$ cat src/rtl/irq_status_pkg.sv
// Shared constants and types for the core interrupt status and enable block
package irq_status_pkg;

    // ----------------------------------------
    // Register indices; the byte address is four times the index
    // ----------------------------------------
    localparam logic [7:0] IDX_STATUS_CONTROL = 8'h07;
    localparam logic [7:0] IDX_PERIPH_ENABLE_ONE = 8'h17;
    localparam logic [7:0] IDX_EVENT_STATUS = 8'h20;
    localparam logic [7:0] IDX_EVENT_MASK = 8'h21;
    localparam logic [7:0] IDX_CORE_CONTROL = 8'h22;

    // ----------------------------------------
    // Field positions
    // ----------------------------------------
    localparam int unsigned BIT_EXT_EN = 0;
    localparam int unsigned BIT_T0_EN = 1;
    localparam int unsigned BIT_TCLK_EN = 2;
    localparam int unsigned BIT_PERIPH_EN = 3;
    localparam int unsigned BIT_EXT_FLAG = 4;
    localparam int unsigned BIT_T0_FLAG = 5;
    localparam int unsigned BIT_TCLK_FLAG = 6;
    localparam int unsigned BIT_PERIPH_FLAG = 7;
    localparam int unsigned BIT_CTL_GID = 0;
    localparam int unsigned BIT_CTL_EXT_RISE = 1;
    localparam int unsigned BIT_CTL_TCLK_RISE = 2;

    // Event status bits: external edge, overflow, timer-clock edge, vector taken
    localparam int unsigned EVENT_COUNT = 4;

    // ----------------------------------------
    // Reset values and vectors
    // ----------------------------------------
    localparam logic [7:0] RESET_BYTE = 8'h00;
    localparam logic [3:0] RESET_EVENT = 4'h0;
    localparam logic [2:0] RESET_CONTROL = 3'h1;
    localparam logic [7:0] VECTOR_EXT = 8'h08;
    localparam logic [7:0] VECTOR_T0 = 8'h10;
    localparam logic [7:0] VECTOR_TCLK = 8'h18;
    localparam logic [7:0] VECTOR_PERIPH_DEFAULT = 8'h20;
    localparam logic [31:0] ZERO_WORD = 32'h0000_0000;

    typedef enum logic [2:0] {
        VEC_EXT = 3'b000,
        VEC_T0 = 3'b001,
        VEC_TCLK = 3'b010,
        VEC_PERIPH = 3'b011,
        VEC_NONE = 3'b100
    } vector_sel_t;

    typedef struct packed {
        logic psel;
        logic penable;
        logic pwrite;
        logic [11:0] paddr;
        logic [31:0] pwdata;
        logic [3:0] pstrb;
    } apb_req_t;

endpackage

$ cat src/rtl/core_interrupt_status_enable.sv
// Interrupt status/control and first peripheral enable logic with APB access
// What this block does
// RULE_01: Status/control byte: three flags, summary, four enables
// RULE_02: Summary flag read-only, OR of enabled peripheral requests
// RULE_03: Timer-clock edge sets flag, vector 18h clears
// RULE_04: Timer-zero overflow sets flag, vector 10h clears
// RULE_05: External edge sets flag, vector 08h clears
// RULE_06: Group enable gates all peripheral requests
// RULE_07: Timer-clock edge enable gates its request
// RULE_08: Overflow enable gates its request
// RULE_09: External edge enable gates its request
// RULE_10: Peripheral enable byte, read/write, resets zero
// RULE_11: Port-B change enable gates its request
// RULE_12: Timer three, two, one enables gate requests
// RULE_13: Capture two and one enables gate requests
// RULE_14: Serial-one transmit and receive enables gate requests
// RULE_15: Flags set regardless of enables or global disable
// RULE_16: Response sets global disable; return clears it
// RULE_17: Software clears peripheral flags before re-enabling
// RULE_18: Core request only when global disable clear
//
// Local design decision: register access over APB.
`timescale 1ns/10ps
module core_interrupt_status_enable
    import irq_status_pkg::*;
#(
    parameter int unsigned PERIPH_COUNT = 8,
    parameter logic [7:0] VECTOR_PERIPH = VECTOR_PERIPH_DEFAULT
) (
    input wire logic i_clock,
    input wire logic i_sys_rst,
    input wire apb_req_t i_apb,
    output logic o_pready,
    output logic [31:0] o_prdata,
    output logic o_pslverr,
    input wire logic i_ext_irq_pin,
    input wire logic i_tclk_input_pin,
    input wire logic i_timer_zero_overflow,
    input wire logic [PERIPH_COUNT-1:0] i_periph_req,
    input wire logic i_irq_accept,
    input wire logic i_return_from_irq_instr,
    output logic o_core_irq_req,
    output logic o_vector_load,
    output logic [7:0] o_vector_addr,
    output logic o_global_irq_disable,
    output logic o_irq
);

    // ----------------------------------------
    // Pin synchronisers and edge detection
    // ----------------------------------------
    logic [1:0] ext_sync_q;
    logic [1:0] tclk_sync_q;
    logic ext_last_q;
    logic tclk_last_q;
    logic ext_edge;
    logic tclk_edge;
    logic [2:0] ctl_q;
    logic [1:0] edge_rise_q;

    always_ff @(posedge i_clock or posedge i_sys_rst) begin
        if (i_sys_rst) begin
            ext_sync_q <= 2'h0;
            tclk_sync_q <= 2'h0;
            ext_last_q <= 1'b0;
            tclk_last_q <= 1'b0;
        end else begin
            ext_sync_q <= {ext_sync_q[0], i_ext_irq_pin};
            tclk_sync_q <= {tclk_sync_q[0], i_tclk_input_pin};
            ext_last_q <= ext_sync_q[1];
            tclk_last_q <= tclk_sync_q[1];
        end
    end

    // Edge polarity comes from the control register: 1 rising, 0 falling
    assign ext_edge = ctl_q[BIT_CTL_EXT_RISE] ? (ext_sync_q[1] & ~ext_last_q)
                                              : (~ext_sync_q[1] & ext_last_q);
    assign tclk_edge = ctl_q[BIT_CTL_TCLK_RISE] ? (tclk_sync_q[1] & ~tclk_last_q)
                                                : (~tclk_sync_q[1] & tclk_last_q);

    // ----------------------------------------
    // Bus decode
    // ----------------------------------------
    logic [7:0] bus_idx;
    logic idx_hit;
    logic wr_access;
    logic wr_lane0;
    logic wr_status;
    logic wr_peripheral_enable_one;
    logic wr_evt;
    logic wr_mask;
    logic wr_ctl;

    assign bus_idx = i_apb.paddr[9:2];
    assign idx_hit = (i_apb.paddr[1:0] == 2'h0) && (i_apb.paddr[11:10] == 2'h0) &&
                     (bus_idx == IDX_STATUS_CONTROL || bus_idx == IDX_PERIPH_ENABLE_ONE ||
                      bus_idx == IDX_EVENT_STATUS || bus_idx == IDX_EVENT_MASK ||
                      bus_idx == IDX_CORE_CONTROL);
    assign wr_access = i_apb.psel & i_apb.penable & i_apb.pwrite & idx_hit;
    assign wr_lane0 = wr_access & i_apb.pstrb[0];
    assign wr_status = wr_lane0 && bus_idx == IDX_STATUS_CONTROL;
    assign wr_peripheral_enable_one = wr_lane0 && bus_idx == IDX_PERIPH_ENABLE_ONE;
    assign wr_evt = wr_lane0 && bus_idx == IDX_EVENT_STATUS;
    assign wr_mask = wr_lane0 && bus_idx == IDX_EVENT_MASK;
    assign wr_ctl = wr_lane0 && bus_idx == IDX_CORE_CONTROL;

    // ----------------------------------------
    // Enables and peripheral summary
    // ----------------------------------------
    logic [3:0] enable_q;
    logic [PERIPH_COUNT-1:0] peripheral_enable_one_q;
    logic peripheral_summary_flag;

    always_ff @(posedge i_clock or posedge i_sys_rst) begin
        if (i_sys_rst) begin
            enable_q <= RESET_BYTE[3:0]; // RULE_01
        end else if (wr_status) begin
            enable_q <= i_apb.pwdata[BIT_PERIPH_EN:BIT_EXT_EN]; // RULE_01
        end
    end

    always_ff @(posedge i_clock or posedge i_sys_rst) begin
        if (i_sys_rst) begin
            peripheral_enable_one_q <= '0; // RULE_10
        end else if (wr_peripheral_enable_one) begin
            peripheral_enable_one_q <= i_apb.pwdata[PERIPH_COUNT-1:0]; // RULE_10
        end
    end

    // Each request bit meets its own enable bit; bit order is port-B change down to serial receive
    assign peripheral_summary_flag = |(i_periph_req & peripheral_enable_one_q); // RULE_02 RULE_11 RULE_12 RULE_13 RULE_14

    // ----------------------------------------
    // Directly vectored flags: ext, overflow, timer-clock
    // ----------------------------------------
    logic [2:0] flag_q;
    logic [2:0] flag_set;
    logic [2:0] flag_vec_clr;
    logic [2:0] flag_req;
    logic req_now;
    logic take;
    vector_sel_t vec_sel;

    // Set regardless of enables or global disable
    assign flag_set = {tclk_edge, i_timer_zero_overflow, ext_edge}; // RULE_15

    genvar gi;
    generate
        for (gi = 0; gi < 3; gi++) begin : g_flag
            // A set in the same cycle as a write or a vector clear wins
            always_ff @(posedge i_clock or posedge i_sys_rst) begin
                if (i_sys_rst) begin
                    flag_q[gi] <= 1'b0;
                end else if (flag_set[gi]) begin
                    flag_q[gi] <= 1'b1; // RULE_03 RULE_04 RULE_05
                end else if (flag_vec_clr[gi]) begin
                    flag_q[gi] <= 1'b0; // RULE_03 RULE_04 RULE_05
                end else if (wr_status) begin
                    flag_q[gi] <= i_apb.pwdata[BIT_EXT_FLAG + gi];
                end
            end
            assign flag_req[gi] = flag_q[gi] & enable_q[gi]; // RULE_07 RULE_08 RULE_09
        end
    endgenerate

    // ----------------------------------------
    // Request and vectoring
    // ----------------------------------------
    logic periph_req;
    logic gid_q;

    assign periph_req = peripheral_summary_flag & enable_q[BIT_PERIPH_EN]; // RULE_06
    assign req_now = ~gid_q & (|flag_req | periph_req); // RULE_18

    // Lowest vector address has priority
    always_comb begin
        if (flag_req[0]) begin
            vec_sel = VEC_EXT;
        end else if (flag_req[1]) begin
            vec_sel = VEC_T0;
        end else if (flag_req[2]) begin
            vec_sel = VEC_TCLK;
        end else if (periph_req) begin
            vec_sel = VEC_PERIPH;
        end else begin
            vec_sel = VEC_NONE;
        end
    end

    assign take = i_irq_accept & req_now;
    // Peripheral sources are left for software to clear
    assign flag_vec_clr = {take && vec_sel == VEC_TCLK, take && vec_sel == VEC_T0,
                           take && vec_sel == VEC_EXT}; // RULE_03 RULE_04 RULE_05 RULE_17

    always_ff @(posedge i_clock or posedge i_sys_rst) begin
        if (i_sys_rst) begin
            o_core_irq_req <= 1'b0;
            o_vector_load <= 1'b0;
            o_vector_addr <= RESET_BYTE;
        end else begin
            o_core_irq_req <= req_now & ~take; // RULE_18
            o_vector_load <= take; // RULE_16
            if (take) begin
                unique case (vec_sel)
                    VEC_EXT: o_vector_addr <= VECTOR_EXT;
                    VEC_T0: o_vector_addr <= VECTOR_T0;
                    VEC_TCLK: o_vector_addr <= VECTOR_TCLK;
                    VEC_PERIPH: o_vector_addr <= VECTOR_PERIPH;
                    default: o_vector_addr <= o_vector_addr;
                endcase
            end
        end
    end

    // Response forces the disable on; a return clears it unless a new response lands
    always_ff @(posedge i_clock or posedge i_sys_rst) begin
        if (i_sys_rst) begin
            gid_q <= RESET_CONTROL[BIT_CTL_GID];
        end else if (take) begin
            gid_q <= 1'b1; // RULE_16
        end else if (i_return_from_irq_instr) begin
            gid_q <= 1'b0; // RULE_16
        end else if (wr_ctl) begin
            gid_q <= i_apb.pwdata[BIT_CTL_GID];
        end
    end

    always_ff @(posedge i_clock or posedge i_sys_rst) begin
        if (i_sys_rst) begin
            edge_rise_q <= RESET_CONTROL[BIT_CTL_TCLK_RISE:BIT_CTL_EXT_RISE];
        end else if (wr_ctl) begin
            edge_rise_q <= i_apb.pwdata[BIT_CTL_TCLK_RISE:BIT_CTL_EXT_RISE];
        end
    end
    // One driver for the whole control word keeps the disable bit owned by its own process
    assign ctl_q = {edge_rise_q, gid_q};
    assign o_global_irq_disable = gid_q;

    // ----------------------------------------
    // Event status, mask and interrupt line
    // ----------------------------------------
    logic [EVENT_COUNT-1:0] evt_q;
    logic [EVENT_COUNT-1:0] evt_set;
    logic [EVENT_COUNT-1:0] mask_q;

    assign evt_set = {take, tclk_edge, i_timer_zero_overflow, ext_edge};

    always_ff @(posedge i_clock or posedge i_sys_rst) begin
        if (i_sys_rst) begin
            evt_q <= RESET_EVENT;
            mask_q <= RESET_EVENT;
        end else begin
            // Write-one-to-clear; a set in the same cycle survives
            evt_q <= (evt_q & ~(wr_evt ? i_apb.pwdata[EVENT_COUNT-1:0] : RESET_EVENT)) | evt_set;
            if (wr_mask) begin
                mask_q <= i_apb.pwdata[EVENT_COUNT-1:0];
            end
        end
    end

    always_ff @(posedge i_clock or posedge i_sys_rst) begin
        if (i_sys_rst) begin
            o_irq <= 1'b0;
        end else begin
            o_irq <= |(evt_q & mask_q);
        end
    end

    // ----------------------------------------
    // APB answer: zero wait states, read data latched in setup
    // ----------------------------------------
    logic [7:0] status_byte;
    logic [31:0] rd_word;

    assign status_byte = {peripheral_summary_flag, flag_q, enable_q}; // RULE_01 RULE_02

    always_comb begin
        rd_word = ZERO_WORD;
        if (bus_idx == IDX_STATUS_CONTROL) begin
            rd_word[7:0] = status_byte;
        end else if (bus_idx == IDX_PERIPH_ENABLE_ONE) begin
            rd_word[PERIPH_COUNT-1:0] = peripheral_enable_one_q;
        end else if (bus_idx == IDX_EVENT_STATUS) begin
            rd_word[EVENT_COUNT-1:0] = evt_q;
        end else if (bus_idx == IDX_EVENT_MASK) begin
            rd_word[EVENT_COUNT-1:0] = mask_q;
        end else if (bus_idx == IDX_CORE_CONTROL) begin
            rd_word[2:0] = ctl_q;
        end
    end

    always_ff @(posedge i_clock or posedge i_sys_rst) begin
        if (i_sys_rst) begin
            o_pready <= 1'b0;
            o_prdata <= ZERO_WORD;
            o_pslverr <= 1'b0;
        end else begin
            o_pready <= 1'b1;
            if (i_apb.psel && !i_apb.penable) begin
                o_prdata <= (!i_apb.pwrite && idx_hit) ? rd_word : ZERO_WORD;
                o_pslverr <= ~idx_hit;
            end
        end
    end
endmodule

$ cat config.mk
export PLATFORM = sky130hd
export DESIGN_NAME = core_interrupt_status_enable
export DESIGN_NICKNAME = d
export VERILOG_FILES = /design/src/rtl/irq_status_pkg.sv /design/src/rtl/core_interrupt_status_enable.sv
export SDC_FILE = /design/constraint.sdc
export NUM_CORES = 1
export LEC_CHECK = 0
export BUFFER_PORTS_ARGS = -buffer_cell sky130_fd_sc_hd__clkbuf_2
export CAP_MARGIN = 20
export CELL_PAD_IN_SITES_DETAIL_PLACEMENT = 0
export CELL_PAD_IN_SITES_GLOBAL_PLACEMENT = 2
export CORE_UTILIZATION = 30
export CTS_CLUSTER_SIZE = 24
export DETAILED_ROUTE_END_ITERATION = 12
export GPL_ROUTABILITY_DRIVEN = 0
export PLACE_DENSITY = 0.95
export SETUP_SLACK_MARGIN = 0.15
export SYNTH_ARGS = -nofsm -noshare
export SYNTH_HDL_FRONTEND = slang
export SYNTH_SLANG_ARGS = --single-unit
$ cat constraint.sdc
create_clock -name i_clock -period 4.1 [get_ports i_clock]
set_clock_uncertainty 0.1 [all_clocks]
set_input_delay 0.41 -clock i_clock [delete_from_list [all_inputs] [get_ports i_clock]]
set_output_delay 0.41 -clock i_clock [all_outputs]
set_load 0.05 [all_outputs]
; Yosys cells after proc, flatten, opt, wreduce, memory -nomap -nowiden
; Index checks and enable logic that the tools add are counted.
[classes]
n_addsub = 0
n_mul = 0
div = 0
magnitude_cmp = 0
eq_ne = 8
shifts = 0
mux = 28
bitwise = 28
reduce_logical = 30
[ops]
columns = operator, count
row1 = one-hot mux 8 bit (4 select lines), 1
row2 = == test 8 x 6 -> 1 bit (second input constant), 3
row3 = two-way mux 3 bit, 6
row4 = two-way mux 4 bit, 4
row5 = two-way mux 8 bit, 2
row6 = bitwise AND 1 bit, 15
row7 = two-way mux 1 bit, 15
row8 = logical AND 1 bit, 12
row9 = nonzero test 3 bit, 4
row10 = bitwise AND 4 bit, 2
row11 = bitwise AND 8 bit, 1
row12 = == test 8 x 3 -> 1 bit (second input constant), 1
row13 = == test 8 x 5 -> 1 bit (second input constant), 1
row14 = OR reduction 8 bit, 1
row15 = NOT 1 bit, 7
row16 = == test 3 x 2 -> 1 bit (second input constant), 2
row17 = logical NOT 2 bit, 2
row18 = logical OR 1 bit, 4
row19 = NOT 4 bit, 1
row20 = bitwise OR 4 bit, 1
row21 = nonzero test 4 bit, 1
row22 = OR reduction 4 bit, 1
row23 = == test 3 x 1 -> 1 bit (second input constant), 1
row24 = logical NOT 3 bit, 1
row25 = 4 further kinds, 5
[totals]
reg_bits = 77
latch_bits = 0
ramBits = 0
romBits = 0
in_bits = 66
out_inout_bits = 46
wordCells = 114
mem_count = 0

; Depth between registers and ports, before layout
[logic_depth]
depth_word = 13
depth_mapped = 5
ltp_nobuf = 4

; Least setup slack after synthesis
; OpenSTA, ideal clock, no wires.
[synth_path]
kind = input to register
from = input i_apb[37] (netlist name)
to = register peripheral_enable_one_q[0]
setup_ns = 0.125
arrival_time_ns = 1.741
required_time_ns = 3.875
slack_ns = 2.134
stages = 4
path_buffers = 0
path_cell_list = or4_4 -> nor4_4 -> nand2_4 -> mux2_2
[synth_via]
elab_chain_cells = 6
[synth_rtl]
columns = item, line
row1 = start: declaration, core_interrupt_status_enable.sv:32  ; input wire apb_req_t i_apb,
row2 = logical NOT 2 bit, core_interrupt_status_enable.sv:95  ; assign idx_hit = (i_apb.paddr[1:0] == 2'h0) && (i_apb.paddr[11:10] == 2'h0) &&
row3 = logical AND 1 bit (2 in series), core_interrupt_status_enable.sv:95
row4 = bitwise AND 1 bit, core_interrupt_status_enable.sv:99  ; assign wr_access = i_apb.psel & i_apb.penable & i_apb.pwrite & idx_hit;
row5 = bitwise AND 1 bit, core_interrupt_status_enable.sv:100  ; assign wr_lane0 = wr_access & i_apb.pstrb[0];
row6 = logical AND 1 bit, core_interrupt_status_enable.sv:102  ; assign wr_peripheral_enable_one = wr_lane0 && bus_idx == IDX_PERIPH_ENABLE_ONE;
row7 = end signal: assignment, core_interrupt_status_enable.sv:126  ; peripheral_enable_one_q <= i_apb.pwdata[PERIPH_COUNT-1:0];
row8 = end: declaration, core_interrupt_status_enable.sv:111  ; logic [PERIPH_COUNT-1:0] peripheral_enable_one_q;
; No other way between the ends.
; A chain may end at the register's enable or synchronous reset.

; Final worst setup path
[layout_path]
from = input i_apb[37] (netlist name)
to = register enable_q[0]
[layout_via]
elab_chain_cells = 6
[layout_rtl]
columns = item, line
row1 = logical NOT 2 bit, core_interrupt_status_enable.sv:95
row2 = logical AND 1 bit (2 in series), core_interrupt_status_enable.sv:95
row3 = bitwise AND 1 bit, core_interrupt_status_enable.sv:99
row4 = bitwise AND 1 bit, core_interrupt_status_enable.sv:100
row5 = logical AND 1 bit, core_interrupt_status_enable.sv:101  ; assign wr_status = wr_lane0 && bus_idx == IDX_STATUS_CONTROL;
row6 = end signal: assignment, core_interrupt_status_enable.sv:116  ; enable_q <= RESET_BYTE[3:0];
row7 = end signal: assignment, core_interrupt_status_enable.sv:118  ; enable_q <= i_apb.pwdata[BIT_PERIPH_EN:BIT_EXT_EN];
row8 = end: declaration, core_interrupt_status_enable.sv:110  ; logic [3:0] enable_q;
; No other way between the ends.

==> impl_metrics.yaml <==
logic_synthesis:
  synth.top_cell.area_share_pct: 46.7
  synthTopCellsByCount: "dfrtp_1, buf_4, mux2_2, nand2_1, o21ai_0"
  yosysMostFrequentCell: "dfrtp_1"
  async_flop_share_pct: 100
  yosys.area.top_type: "dfrtp_1"
  post_synth_num_cell_types: 43
  synthCells: 241
  syn_avg_cell_area_sq_um: 10.5
  synth.area.top_cells: "dfrtp_1, mux2_2, buf_4, o21ai_0, nand2_1"
  ys_seq_elements: 48
  yosys_warnings: 0
  syn-cell-area_sq_um: 2520
  yosysSeqAreaShare_pct: 47.7
  synth_edf_count: 0
  synthFlopType: "dfrtp_1"
timing:
  max_clock_freq_mhz: 504
  post-route-min-period_ns: 1.98
  setup_violations: 0
  max_slew_margin_pct: 56.5
  hold_violations: 0
  rsz0062_at_grt: "no"
  slew_viol_final: 0
  worstMarginPinSlew_ns: 0.651
  final.setup.tns_ns: 0
  post-route-period-util_pct: 48.4
clock_tree:
  clock-sinks: 48
  ctsResizeCount: 0
  worstSkewPairLatency_ns: 0.30
  cts_max_level: 2
  cts_setup_buffers: 0
  root_buffer: "clkbuf_8"
  numCtsBuffers: 5
  clock_path_buffers: 2
  tritoncts: "yes"
  path_clk_slew_ns: 0.09
setup_path:
  worstPathMaxFanout: 4
  cp-start-kind: "primary input"
  r2r_slack_ns: 2.26
  critPathKind: "primary input to flip-flop"
  crit_required_ns: 4.18
  critPathCaptureType: "flip-flop"
  worst_ep_arrival_time_ns: 2.07
flow_run:
  cap_violations: 0
layout:
  fin_util_pct: 36.0
  final_cells: 405
  finalInstanceArea_sq_um: 2940
  final_nets: 365
  drive_above_1_share_pct: 31.0
  syn_to_final_growth_pct: 16.6
  diodes: 0
  fillCellCount: 859
global_routing:
  grt_pass1_vias: 1837
  grt_max_degree: 49
  overflow: 0
  grt_pass1_wl_um: 9400
  antenna_found_initial: 0
  grt.total_usage_pct: 14.2
route:
  avgRoutedWirePerCell_um: 14.5
  viasPerCell: 4.76
  met3_wirelength_um: 364
  firstDrtPassIters: 4
  wl_met1_um: 2670
  remaining_drc_errors: 0
  routed-wl-met2_um: 2810
  wirelength_um: 5890
  dr_total_vias: 1929
  ant_nets: 0
  drtIter0Drc: 120
  routed.top_layer: "met4"
pwr:
  p_leak_nw: 1.45
  vdd.ir_drop.worst_uv: 147
  power_w: 0.000971
  power_density_nw_per_um2: 330
floorplan:
  coreArea_sq_um: 8180
  ios: 112
  start_util_pct: 30.8
  die_h_um: 93.7
  die_x_um: 93.7
  die_area_sq_um: 8770
  rows: 33
place:
  placed_cells: 395
  dp_hpwl_um: 4570
  io_buffers: 55
  placed_area_sq_um: 2800
min_path:
  hp-class: "primary input to flip-flop"
status:
  status: "completed"
## path summary, 6_finish.rpt
| check | startpoint | endpoint | cells after the start |
|---|---|---|---|
| worst max-delay path | i_apb[37] | enable_q[0] | 5 |
| min in group asynchronous | i_sys_rst | o_pready | 3 |
| worst min-delay path | i_tclk_input_pin | tclk_sync_q[0] | 1 |
| worst max register to register | peripheral_enable_one_q[2] | o_global_irq_disable | 4 |
| max in group asynchronous | i_sys_rst | enable_q[2] | 4 |
| worst min register to register | tclk_sync_q[0] | tclk_sync_q[1] | 0 |
## registers in the layout, indices dropped and copies added, names as in the netlist
register / flops
o_pslverr: 1
o_vector_load: 1
enable_q: 4
tclk_sync_q: 2
peripheral_enable_one_q: 8
tclk_last_q: 1
o_vector_addr: 3
evt_q: 4
ext_sync_q: 2
o_global_irq_disable: 1
mask_q: 4
edge_rise_q: 2
o_core_irq_req: 1
o_prdata: 8
ext_last_q: 1
o_pready: 1
flag_q: 3
o_irq: 1
## critical path, stage by stage
cell,delay (ns)
clkbuf_2,0.09
nor4_1,0.47
nand4_1,0.34
nor2_1,0.38
mux2_2,0.38
## cells by family (layout without fill, tap and decap cells)
family | Yosys count | count (layout) | share of synthesized area [%]
compound gates | 46 | 46 | 11.7
buf+inv | 43 | 74 | 10.8
flops | 48 | 48 | 47.7
mux | 24 | 24 | 10.5
other cells | 2 | 30 | 0.298
simple gates | 78 | 78 | 19.1
## power breakdown
group,switching [W],internal (W)
combinational,0.000108,0.0000294
clock,0.000169,0.000184
sequential,0.00000252,0.000478
## cell usage in the layout, fill, tap and decap left out, types with 6 or more instances in the layout
cell / Yosys / final
conb_1: 2 / 30
mux2_2: 20 / 20
dfrtp_1: 47 / 47
nand3_1: 11 / 11
nand4_1: 6 / 6
inv_1: 9 / 8
o21ai_0: 20 / 20
nor2_1: 7 / 7
clkbuf_2: 0 / 55
a22oi_1: 6 / 6
nand2_1: 20 / 20
## metrics by stage
stage          hold slack [ns]  worst slack (ns)
6_report                 0.111              2.12
5_1_grt                 0.0927              1.94
4_1_cts                  0.102              2.13
3_5_place_dp             0.235              1.81
3_3_place_gp             0.233              1.82
2_1_floorplan            0.231              2.13
## final cells by class
type                       instances  area [sq um]  area share [%]
clock buffer                       5          68.8            2.34
clock inverter                     3          46.3            1.57
inverter                           9          33.8            1.15
multi-input combinational        178          1150            39.2
sequential                        48          1200            40.9
tap                              105           131            4.47
timing repair buffer              57           305            10.4
## metal layers
| layer | track usage, % | vias to the layer above |
|---|---|---|
| met4 | 3.46 | 0 |
| met1 | 19.2 | 917 |
| met5 | 0 | - |
| li1 | - | 936 |
| met2 | 23.0 | 74 |
| met3 | 3.07 | 2 |
## repair_timing
item / CTS / global route
hold endpoints to repair: 0 / 12
endpoints found under the setup margin: 0 / 0
hold buffers: 0 / 1
No activity file was read; power rests on OpenSTA's default activity.
